File: config.mk
export PLATFORM = sky130hd
export DESIGN_NAME = spsd_top
export DESIGN_NICKNAME = d
export VERILOG_FILES = /design/src/hdl/spsd_fifo.v /design/src/hdl/spsd_top.v
export VERILOG_INCLUDE_DIRS = /design/src /design/src/hdl
export SDC_FILE = /design/constraint.sdc
export NUM_CORES = 1
export LEC_CHECK = 0
export BUFFER_PORTS_ARGS = -buffer_cell sky130_fd_sc_hd__buf_4
export CAP_MARGIN = 30
export CELL_PAD_IN_SITES_DETAIL_PLACEMENT = 2
export CELL_PAD_IN_SITES_GLOBAL_PLACEMENT = 2
export CORE_MARGIN = 1.5
export CORE_UTILIZATION = 39
export DETAILED_ROUTE_END_ITERATION = 12
export HOLD_SLACK_MARGIN = 0.08
export PLACE_DENSITY = 0.77
export RECOVER_POWER = 50
export SLEW_MARGIN = 25
export SYNTH_ARGS = -nofsm -noshare
export SYNTH_HDL_FRONTEND = slang
export SYNTH_SLANG_ARGS = --single-unit
export TNS_END_PERCENT = 1
File: constraint.sdc
create_clock -name mclk_i -period 3.1 [get_ports mclk_i]
set_input_delay 0 -clock mclk_i [delete_from_list [all_inputs] [get_ports mclk_i]]
set_output_delay 0 -clock mclk_i [all_outputs]
set_load 0.005 [all_outputs]
File: src/hdl/spsd_consts.vh
// Constants for the serial-in parallel-sink driver.
`ifndef SPSD_CONSTS_VH
`define SPSD_CONSTS_VH
`define SPSD_CHANNELS     12
`define SPSD_FIFO_DEPTH   4
`define SPSD_CLEAR_VALUE  12'h000
`define SPSD_SYNC_STAGES  2
`define SPSD_PIN_IDLE     6'h04
`endif

File: src/hdl/spsd_fifo.v
// Small flip-flop FIFO with valid and ready on both sides.
`timescale 1ns/100ps
module spsd_fifo #(
  parameter WIDTH = 12,
  parameter DEPTH = 4
) (
  input  wire             clk_i,
  input  wire             rst_n_i,
  input  wire             clr_i,
  input  wire [WIDTH-1:0] in_data_i,
  input  wire             in_valid_i,
  output wire             in_ready_o,
  output wire [WIDTH-1:0] out_data_o,
  output wire             out_valid_o,
  input  wire             out_ready_i
);
  localparam AW = (DEPTH <= 2) ? 1 : $clog2(DEPTH);

  reg [WIDTH-1:0] mem_q [0:DEPTH-1];
  reg [AW-1:0]    wr_q;
  reg [AW-1:0]    rd_q;
  reg [AW:0]      cnt_q;
  wire            push;
  wire            pop;
  integer         i;

  function [AW-1:0] bump;
    input [AW-1:0] p;
    begin
      if (p == DEPTH - 1)
        bump = {AW{1'b0}};
      else
        bump = p + 1'b1;
    end
  endfunction

  assign in_ready_o  = (cnt_q != DEPTH);
  assign out_valid_o = (cnt_q != 0);
  assign out_data_o  = mem_q[rd_q];
  assign push        = in_valid_i & in_ready_o;
  assign pop         = out_valid_o & out_ready_i;

  always @(posedge clk_i or negedge rst_n_i)
  begin
    if (!rst_n_i)
    begin
      wr_q  <= {AW{1'b0}};
      rd_q  <= {AW{1'b0}};
      cnt_q <= {(AW+1){1'b0}};
      for (i = 0; i < DEPTH; i = i + 1)
        mem_q[i] <= {WIDTH{1'b0}};
    end
    else if (clr_i)
    begin
      wr_q  <= {AW{1'b0}};
      rd_q  <= {AW{1'b0}};
      cnt_q <= {(AW+1){1'b0}};
    end
    else
    begin
      if (push)
      begin
        mem_q[wr_q] <= in_data_i;
        wr_q        <= bump(wr_q);
      end
      if (pop)
        rd_q <= bump(rd_q);
      if (push && !pop)
        cnt_q <= cnt_q + 1'b1;
      else if (pop && !push)
        cnt_q <= cnt_q - 1'b1;
    end
  end
endmodule

File: src/hdl/spsd_top.v
// Serial-in, parallel open-drain sink driver with cascade output.
`timescale 1ns/100ps
`include "spsd_consts.vh"
module spsd_top #(
  parameter CHANNELS   = `SPSD_CHANNELS,
  parameter FIFO_DEPTH = `SPSD_FIFO_DEPTH
) (
  input  wire                mclk_i,
  input  wire                rst_n_i,
  input  wire                shift_clock_i,
  input  wire                latch_clock_i,
  input  wire                register_clear_n_i,
  input  wire                output_enable_n_i,
  input  wire                serial_data_input_i,
  input  wire                over_temp_i,
  output reg                 cascade_data_output_o,
  output reg  [CHANNELS-1:0] sink_channel_o,
  output reg  [CHANNELS-1:0] sink_channel_oe_o,
  output reg                 latch_overrun_o
);

  // ----------------------------------------------------------------
  // Edge helpers
  // ----------------------------------------------------------------
  // Both helpers look at synchronised levels only, never at a raw pin.
  function edge_rise;
    input now_lvl;
    input old_lvl;
    begin
      edge_rise = now_lvl & ~old_lvl;
    end
  endfunction

  function edge_fall;
    input now_lvl;
    input old_lvl;
    begin
      edge_fall = ~now_lvl & old_lvl;
    end
  endfunction

  // ----------------------------------------------------------------
  // Reset release
  // ----------------------------------------------------------------
  reg  rst_meta_q;
  reg  rst_sync_q;
  wire rst_n;

  assign rst_n = rst_sync_q;

  always @(posedge mclk_i or negedge rst_n_i)
  begin
    if (!rst_n_i)
    begin
      rst_meta_q <= 1'b0;
    end
    else
    begin
      rst_meta_q <= 1'b1;
    end
  end

  always @(posedge mclk_i or negedge rst_n_i)
  begin
    if (!rst_n_i)
    begin
      rst_sync_q <= 1'b0;
    end
    else
    begin
      rst_sync_q <= rst_meta_q;
    end
  end

  // ----------------------------------------------------------------
  // Pin synchronisers
  // ----------------------------------------------------------------
  // Pin order: shift clock, latch clock, clear, enable, data, thermal.
  // The idle value keeps clear high and both clocks low, so no false
  // edge or spurious clear appears in the first cycles after reset.
  wire [5:0] pin_raw;
  reg  [5:0] pin_meta_q;
  reg  [5:0] pin_sync_q;
  reg        sck_prev_q;
  reg        lck_prev_q;

  assign pin_raw = {over_temp_i, serial_data_input_i, output_enable_n_i,
                    register_clear_n_i, latch_clock_i, shift_clock_i};

  always @(posedge mclk_i or negedge rst_n)
  begin
    if (!rst_n)
    begin
      pin_meta_q <= `SPSD_PIN_IDLE;
    end
    else
    begin
      pin_meta_q <= pin_raw;
    end
  end

  always @(posedge mclk_i or negedge rst_n)
  begin
    if (!rst_n)
    begin
      pin_sync_q <= `SPSD_PIN_IDLE;
    end
    else
    begin
      pin_sync_q <= pin_meta_q;
    end
  end

  always @(posedge mclk_i or negedge rst_n)
  begin
    if (!rst_n)
    begin
      sck_prev_q <= 1'b0;
      lck_prev_q <= 1'b0;
    end
    else
    begin
      sck_prev_q <= pin_sync_q[0];
      lck_prev_q <= pin_sync_q[1];
    end
  end

  wire clr_n_s;
  wire oe_n_s;
  wire sdi_s;
  wire hot_s;
  wire sck_rise;
  wire sck_fall;
  wire lck_rise;

  assign clr_n_s  = pin_sync_q[2];
  assign oe_n_s   = pin_sync_q[3];
  assign sdi_s    = pin_sync_q[4];
  assign hot_s    = pin_sync_q[5];
  assign sck_rise = edge_rise(pin_sync_q[0], sck_prev_q);
  assign sck_fall = edge_fall(pin_sync_q[0], sck_prev_q);
  assign lck_rise = edge_rise(pin_sync_q[1], lck_prev_q);

  // ----------------------------------------------------------------
  // Shift register
  // ----------------------------------------------------------------
  // The data pin runs through the same two flops as the clock, so the
  // bit seen at a detected rise is the bit that stood at the pin edge.
  reg [CHANNELS-1:0] shift_q;

  always @(posedge mclk_i or negedge rst_n)
  begin
    if (!rst_n)
    begin
      shift_q <= `SPSD_CLEAR_VALUE;
    end
    else if (!clr_n_s)
    begin
      shift_q <= `SPSD_CLEAR_VALUE;
    end
    else if (sck_rise)
    begin
      shift_q <= {shift_q[CHANNELS-2:0], sdi_s};
    end
  end

  // ----------------------------------------------------------------
  // Cascade output
  // ----------------------------------------------------------------
  // Retiming to the falling edge gives the next stage half a shift
  // period of hold, at the cost of that half period of latency.
  always @(posedge mclk_i or negedge rst_n)
  begin
    if (!rst_n)
    begin
      cascade_data_output_o <= 1'b0;
    end
    else if (!clr_n_s)
    begin
      cascade_data_output_o <= 1'b0;
    end
    else if (sck_fall)
    begin
      cascade_data_output_o <= shift_q[CHANNELS-1];
    end
  end

  // ----------------------------------------------------------------
  // Latch path through the FIFO
  // ----------------------------------------------------------------
  // Each latch edge pushes a snapshot and the storage register drains
  // one word per cycle. Latch edges are two cycles apart at the least,
  // so a full FIFO is only a fault flag: that word is lost.
  wire [CHANNELS-1:0] fifo_data;
  wire                fifo_valid;
  wire                fifo_in_ready;
  wire                fifo_clear;
  reg  [CHANNELS-1:0] store_q;

  assign fifo_clear = ~clr_n_s;

  spsd_fifo #(
    .WIDTH (CHANNELS),
    .DEPTH (FIFO_DEPTH)
  ) u_fifo (
    .clk_i       (mclk_i),
    .rst_n_i     (rst_n),
    .clr_i       (fifo_clear),
    .in_data_i   (shift_q),
    .in_valid_i  (lck_rise),
    .in_ready_o  (fifo_in_ready),
    .out_data_o  (fifo_data),
    .out_valid_o (fifo_valid),
    .out_ready_i (clr_n_s)
  );

  always @(posedge mclk_i or negedge rst_n)
  begin
    if (!rst_n)
    begin
      store_q <= `SPSD_CLEAR_VALUE;
    end
    else if (!clr_n_s)
    begin
      store_q <= `SPSD_CLEAR_VALUE;
    end
    else if (fifo_valid)
    begin
      store_q <= fifo_data;
    end
  end

  always @(posedge mclk_i or negedge rst_n)
  begin
    if (!rst_n)
    begin
      latch_overrun_o <= 1'b0;
    end
    else if (!clr_n_s)
    begin
      latch_overrun_o <= 1'b0;
    end
    else if (lck_rise && !fifo_in_ready)
    begin
      latch_overrun_o <= 1'b1;
    end
  end

  // ----------------------------------------------------------------
  // Output buffers and open-drain sinks
  // ----------------------------------------------------------------
  // The thermal input is already a comparator with hysteresis, so the
  // block only follows it: off above the trip, back on once it drops.
  wire                gate_on;
  wire [CHANNELS-1:0] buf_bits;

  assign gate_on  = clr_n_s & ~oe_n_s & ~hot_s;
  assign buf_bits = gate_on ? store_q : {CHANNELS{1'b0}};

  always @(posedge mclk_i or negedge rst_n)
  begin
    if (!rst_n)
    begin
      sink_channel_o <= {CHANNELS{1'b0}};
    end
    else
    begin
      sink_channel_o <= {CHANNELS{1'b0}};
    end
  end

  always @(posedge mclk_i or negedge rst_n)
  begin
    if (!rst_n)
    begin
      sink_channel_oe_o <= {CHANNELS{1'b0}};
    end
    else
    begin
      sink_channel_oe_o <= buf_bits;
    end
  end
endmodule

# After elaboration in Yosys (flattened, before gate mapping)
# Index checks and enable logic that the tools add are counted.
[totals] regBits=109 input_bits=8 output_inout_bits=26 elab_cells=82
[op_classes] add_sub_neg=4 order_cmp=3 n_eq_ne=10 mux=24 bitwise_logic=14 n_reduce_logical=9
[op_table] operator="12-bit two-way mux" n=8
[op_table] operator="48-bit bitwise mux" n=1
[op_table] operator="12-bit binary-select mux with 2-bit select" n=1
[op_table] operator="12-bit demux with 2-bit select" n=1
[op_table] operator="2-bit two-way mux" n=6
[op_table] operator="2-bit by 1-bit inequality test with 1-bit output (second input constant)" n=6
[op_table] operator="3-bit two-way mux" n=3
[op_table] operator="1-bit AND" n=7
[op_table] operator="3-bit greater-or-equal comparator (second input constant)" n=2
[op_table] operator="2-bit inverter with 3-bit output" n=2
[op_table] operator="1-bit inverter" n=5
[op_table] operator="2-bit by 1-bit adder with 2-bit output (second input constant)" n=2
[op_table] operator="2-bit equality test (second input constant)" n=2
[op_table] operator="1-bit logical AND" n=4
[op_table] operator="1-bit two-way mux" n=4
[op_table] operator="3-bit by 1-bit adder with 3-bit output (second input constant)" n=1
[op_table] operator="1-bit zero test" n=3
[op_table] operator="3-bit by 1-bit < comparator with 1-bit output (second input constant)" n=1
[op_table] operator="3-bit by 1-bit inequality test with 1-bit output (second input constant)" n=1
[op_table] operator="3-bit inequality test (second input constant)" n=1
[op_table] operator="3-bit nonzero test" n=1
[op_table] operator="3-bit by 1-bit subtractor with 3-bit output (second input constant)" n=1
[op_table] operator="2-bit AND reduction" n=1

# Longest topological paths before layout
[logic_depth] depth_word=8 ltp_mapped=8 mapped_depth_nobuf=7

# Hierarchy
# Synthesis repeated with hierarchy kept, for this count alone.
[hier_totals] cells_unflattened=321 hier_area_um2=4853.4
[by_module_without_submodules] mod="spsd_fifo" n_inst=1 cells_each=177 area_per_inst_um2=2872.8 seq_area_each_um2=1376.3
[by_module_without_submodules] mod="spsd_top" n_inst=1 cells_each=144 area_per_inst_um2=1980.6 seq_area_each_um2=1353.8

# Worst setup path before layout
# No wires, ideal clock.
[synth_timing] path_kind="reg2reg" startpoint="register pin_sync_q[2]" endpoint="register u_fifo.cnt_q[1]" setup_ns=0.132 arrival_time_ns=1.827 t_required_ns=2.968 slack_ns=1.141 stages_incl_launch_ff=9 path_buffers=1 synth_period_minus_slack_ns=1.959 cell_sequence="dfstp_2 -> inv_1 -> clkbuf_1 -> nor2_1 -> nor2b_1 -> fa_1 -> a21oi_1 -> o21ai_0 -> nor2_1"
[synth_via] elab_chain_len=5 elab_cells_between_ends=7 cone_classes="eq/ne: 1; mux: 2; bitwise: 1; reduce/logical: 3"
[synth_lines] element="from (decl)" line_no="spsd_top.v:83" text="reg [5:0] pin_sync_q;"
[synth_lines] element="from (signal assigned)" line_no="spsd_top.v:106" text="pin_sync_q <= `SPSD_PIN_IDLE;"
[synth_lines] element="from (signal assigned)" line_no="spsd_top.v:110" text="pin_sync_q <= pin_meta_q;"
[synth_lines] element="1-bit AND" line_no="spsd_fifo.v:41" text="assign pop = out_valid_o & out_ready_i;"
[synth_lines] element="1-bit zero test" line_no="spsd_fifo.v:68" text="if (push && !pop)"
[synth_lines] element="1-bit logical AND" line_no="spsd_fifo.v:68"
[synth_lines] element="3-bit two-way mux" line_no="spsd_fifo.v:68"
[synth_lines] element="3-bit two-way mux" line_no="spsd_fifo.v:53" text="else if (clr_i)"
[synth_lines] element="to (signal assigned)" line_no="spsd_fifo.v:57" text="cnt_q <= {(AW+1){1'b0}};"
[synth_lines] element="to (signal assigned)" line_no="spsd_fifo.v:69" text="cnt_q <= cnt_q + 1'b1;"
[synth_lines] element="to (signal assigned)" line_no="spsd_fifo.v:71" text="cnt_q <= cnt_q - 1'b1;"
[synth_lines] element="to (decl)" line_no="spsd_fifo.v:22" text="reg [AW:0] cnt_q;"
# Several ways; a longest one is shown, not always the timed one.
# A chain may end at the register's enable or synchronous reset.

==> reports/summary.txt <==
status -> finished, violations left
failing checks -> max-capacitance violations, max-slew violations
total leakage power -> 2.55 nW
proportion of power drawn by flip-flops and latches -> 0.506
clock tree from TritonCTS -> built
count of input and output buffers -> 21
total inserted antenna cells -> 0
launching element type of the critical path -> flop
Worst slew margin -> -0.409
clock buffer depth -> 2
overall via count from detail_route -> 2,514
Post-route DRC -> 0
setup repair after global routing missed its margin -> false
Slew @ Worst Pin -> 2.11 ns
buffer and inverter count on the worst path -> 1
pwr dens -> 602 nW/um^2
Critical Path Max Stage Delay -> 1.76 ns
count of mapped cells out of synthesis -> 312
pin count of the biggest net entering global routing -> 55
fill cell count -> 1,104
IR Drop Worst-Case VDD -> 0.583 mV
worst clock skew -> 0.00731 ns
max-cap violation count -> 1
kind of capture point of the worst setup path -> async pin
area of the die -> 12,400 um^2
vias in the first global route -> 2,920
total length of routed wires -> 9550 um
Worst Path Required -> 3.56 ns
via density per instance -> 5.16
final setup vio count -> 0
count of endpoints failing hold in the final timing report -> 0
remaining antenna violation count -> 0
Root Driver -> clkbuf_16
clock-pin slew reported for the worst setup and hold paths after clock tree synthesis -> 0.07 ns
Synth cell types -> 31
portion of total power attributed to the clock network -> 0.373
highest-count cells in the layout ignoring fill and taps -> dfrtp_1, mux2_4, nand2_1
average routed wire per standard cell -> 19.6 um
Clock Sinks -> 109
portion of the post-synthesis area used by sequential elements -> 0.597
slowest cell on the critical path -> dfrtp_1
hpwl dp -> 6270 um
CP Cell Sequence -> buf_4
buffer count from post-CTS setup fixing -> 0
number of storage elements in the synthesis netlist -> 109
switching share of power -> 0.271
placeable core region -> 11,400 um^2
wire length of the first global-routing pass -> 16,200 um
Gate power share -> 0.121
setup_tns -> 0 ns
CTS H-tree depth -> 3
Slew Viols, Final -> 55
Hold/Removal Path Class -> input pin to flop
fmax -> 446 MHz
count of TritonRoute iterations in the first routing pass -> 4
horizontal die dimension -> 111 um
latest clock arrival within the worst-skew pair -> 0.35 ns
total of warnings raised by yosys -> 0
iteration-0 DRC count of the detailed router -> 107
# rows -> 39
count of pins on the block boundary -> 34
GRT Residual Overflow -> 0
Final Critical Period -> 2.24 ns
post-layout net count -> 354
fraction of final layout cells sized beyond drive strength 1 -> 0.311
Area growth, synth to finish -> 13.3%
floorplan die height -> 111 um
most common library cell in the layout ignoring fill and taps -> dfrtp_1
power spent charging and discharging nets -> 845 uW
Internal Power -> 2.28 mW
Crit Path Class -> flop to async pin
routability-driven placement congestion ratio -> 0.736
summed instance area of the synthesized netlist -> 4580 um^2
CP Max Fanout -> 54
total global routing track utilization -> 0.172
antenna violations before repair -> 0
syn_area_per_cell -> 14.7 um^2
TritonCTS Buffers -> 9
Initial Utilization -> 0.401
Final Power -> 3.12 mW
share of the clock period used by the worst path -> 0.724
CP delay by family, top -> flip-flops
arrival time worst endpoint -> 2.70 ns
## power groups by stage
stage | Combinational, mW | Sequential, mW | Clock, mW
2_1_floorplan | 0.325 | 1.55 | 0
3_3_place_gp | 0.361 | 1.60 | 0
3_5_place_dp | 0.376 | 1.61 | 0
4_1_cts | 0.387 | 1.58 | 1.20
5_1_grt | 0.424 | 1.59 | 1.25
6_report | 0.379 | 1.58 | 1.16
## final timing paths
path / start / to / slack (ns) / cells after the start
worst max-delay path: rst_n / pin_meta_q[2] / 0.86 / 1
worst max register to register: rst_n / pin_meta_q[2] / 0.86 / 1
worst min register to register: pin_meta_q[5] / pin_sync_q[5] / 0.35 / 0
worst min-delay path: shift_clock_i / pin_meta_q[0] / 0.31 / 2
max in group mclk_i: pin_sync_q[2] / u_fifo.mem_q[41] / 0.89 / 4
min in group asynchronous: rst_n_i / rst_meta_q / 0.51 / 3
## flip-flops by register name, summed over array words and instances, names as in the netlist, 3 cells and up
signal             flops
u_fifo.mem_q          48
shift_q               12
sink_channel_oe_o     12
store_q               12
pin_meta_q             6
pin_sync_q             6
u_fifo.cnt_q           3
## area by class of cell
cell class | instances | area, um^2 | area share
Sequential cell | 109 | 2730 | 0.527
Multi-Input combinational cell | 181 | 1680 | 0.325
Timing Repair Buffer | 34 | 275 | 0.0531
Clock buffer | 11 | 243 | 0.0468
Tap cell | 143 | 179 | 0.0345
Clock inverter | 4 | 55.1 | 0.0106
Inverter | 5 | 18.8 | 0.00362
## cell usage after synthesis
| master | instances | share of area |
|---|---|---|
| fa_1 | 1 | 0.0044 |
| a22o_1 | 14 | 0.027 |
| dfrtp_1 | 107 | 0.59 |
| nand3b_1 | 1 | 0.0016 |
| o311a_1 | 1 | 0.0022 |
| clkbuf_1 | 7 | 0.0057 |
| nand2_2 | 4 | 0.0055 |
| nor2_1 | 10 | 0.0082 |
| buf_6 | 4 | 0.0098 |
| clkbuf_2 | 1 | 0.0011 |
| nand2b_1 | 3 | 0.0041 |
| a21oi_1 | 16 | 0.017 |
| nor2b_1 | 3 | 0.0041 |
| a211oi_4 | 1 | 0.0044 |
| nor3_1 | 2 | 0.0022 |
| buf_4 | 12 | 0.020 |
| mux2i_1 | 3 | 0.0066 |
| o21ai_0 | 3 | 0.0033 |
| and2_1 | 13 | 0.018 |
| mux4_2 | 12 | 0.059 |
| mux2_2 | 8 | 0.020 |
| mux2_4 | 40 | 0.13 |
| conb_1 | 2 | 0.0016 |
| inv_1 | 5 | 0.0041 |
| buf_2 | 4 | 0.0044 |
| nand2_1 | 25 | 0.021 |
| o21a_1 | 1 | 0.0016 |
| ha_1 | 5 | 0.014 |
| a31oi_1 | 1 | 0.0014 |
| dfstp_2 | 2 | 0.011 |
| nor2_2 | 1 | 0.0014 |
## metrics by stage
step	utilization	setup WS [ns]	hold slack, ns	cell area (um^2)	std cells
after floorplan	-	1.14	-0.296	4620	323
after global placement	0.421	0.986	-0.217	4810	464
after detailed placement	0.421	0.903	-0.216	4810	464
after CTS	0.454	0.896	0.274	5190	487
after global routing	0.454	0.434	0.309	5180	487
final	0.454	0.856	0.314	5180	487
## routing by layer
layer / part of all wire / track usage
met1: 0.45 / 0.221
met3: 0.031 / 0.0463
met5: 0 / 0
met4: 0.018 / 0.0565
met2: 0.50 / 0.284
## cells by family (layout without fill, tap and decap cells)
family | count (synthesis) | count (layout) | synth area share
adder cells (fa/ha/maj) | 6 | 6 | 0.0180
AO/OA/AOI/OAI | 37 | 37 | 0.0571
multiplexers | 63 | 63 | 0.217
AND/OR/NAND/NOR | 62 | 62 | 0.0653
other | 2 | 13 | 0.00164
buffers and inverters | 33 | 54 | 0.0448
flip-flops | 109 | 109 | 0.597
## timing repair
item | in CTS | in global routing
gates resized for setup | 0 | 0
endpoints found under the hold margin | 8 | 0
hold buffers | 8 | 0
No activity file was read; power rests on OpenSTA's default activity.
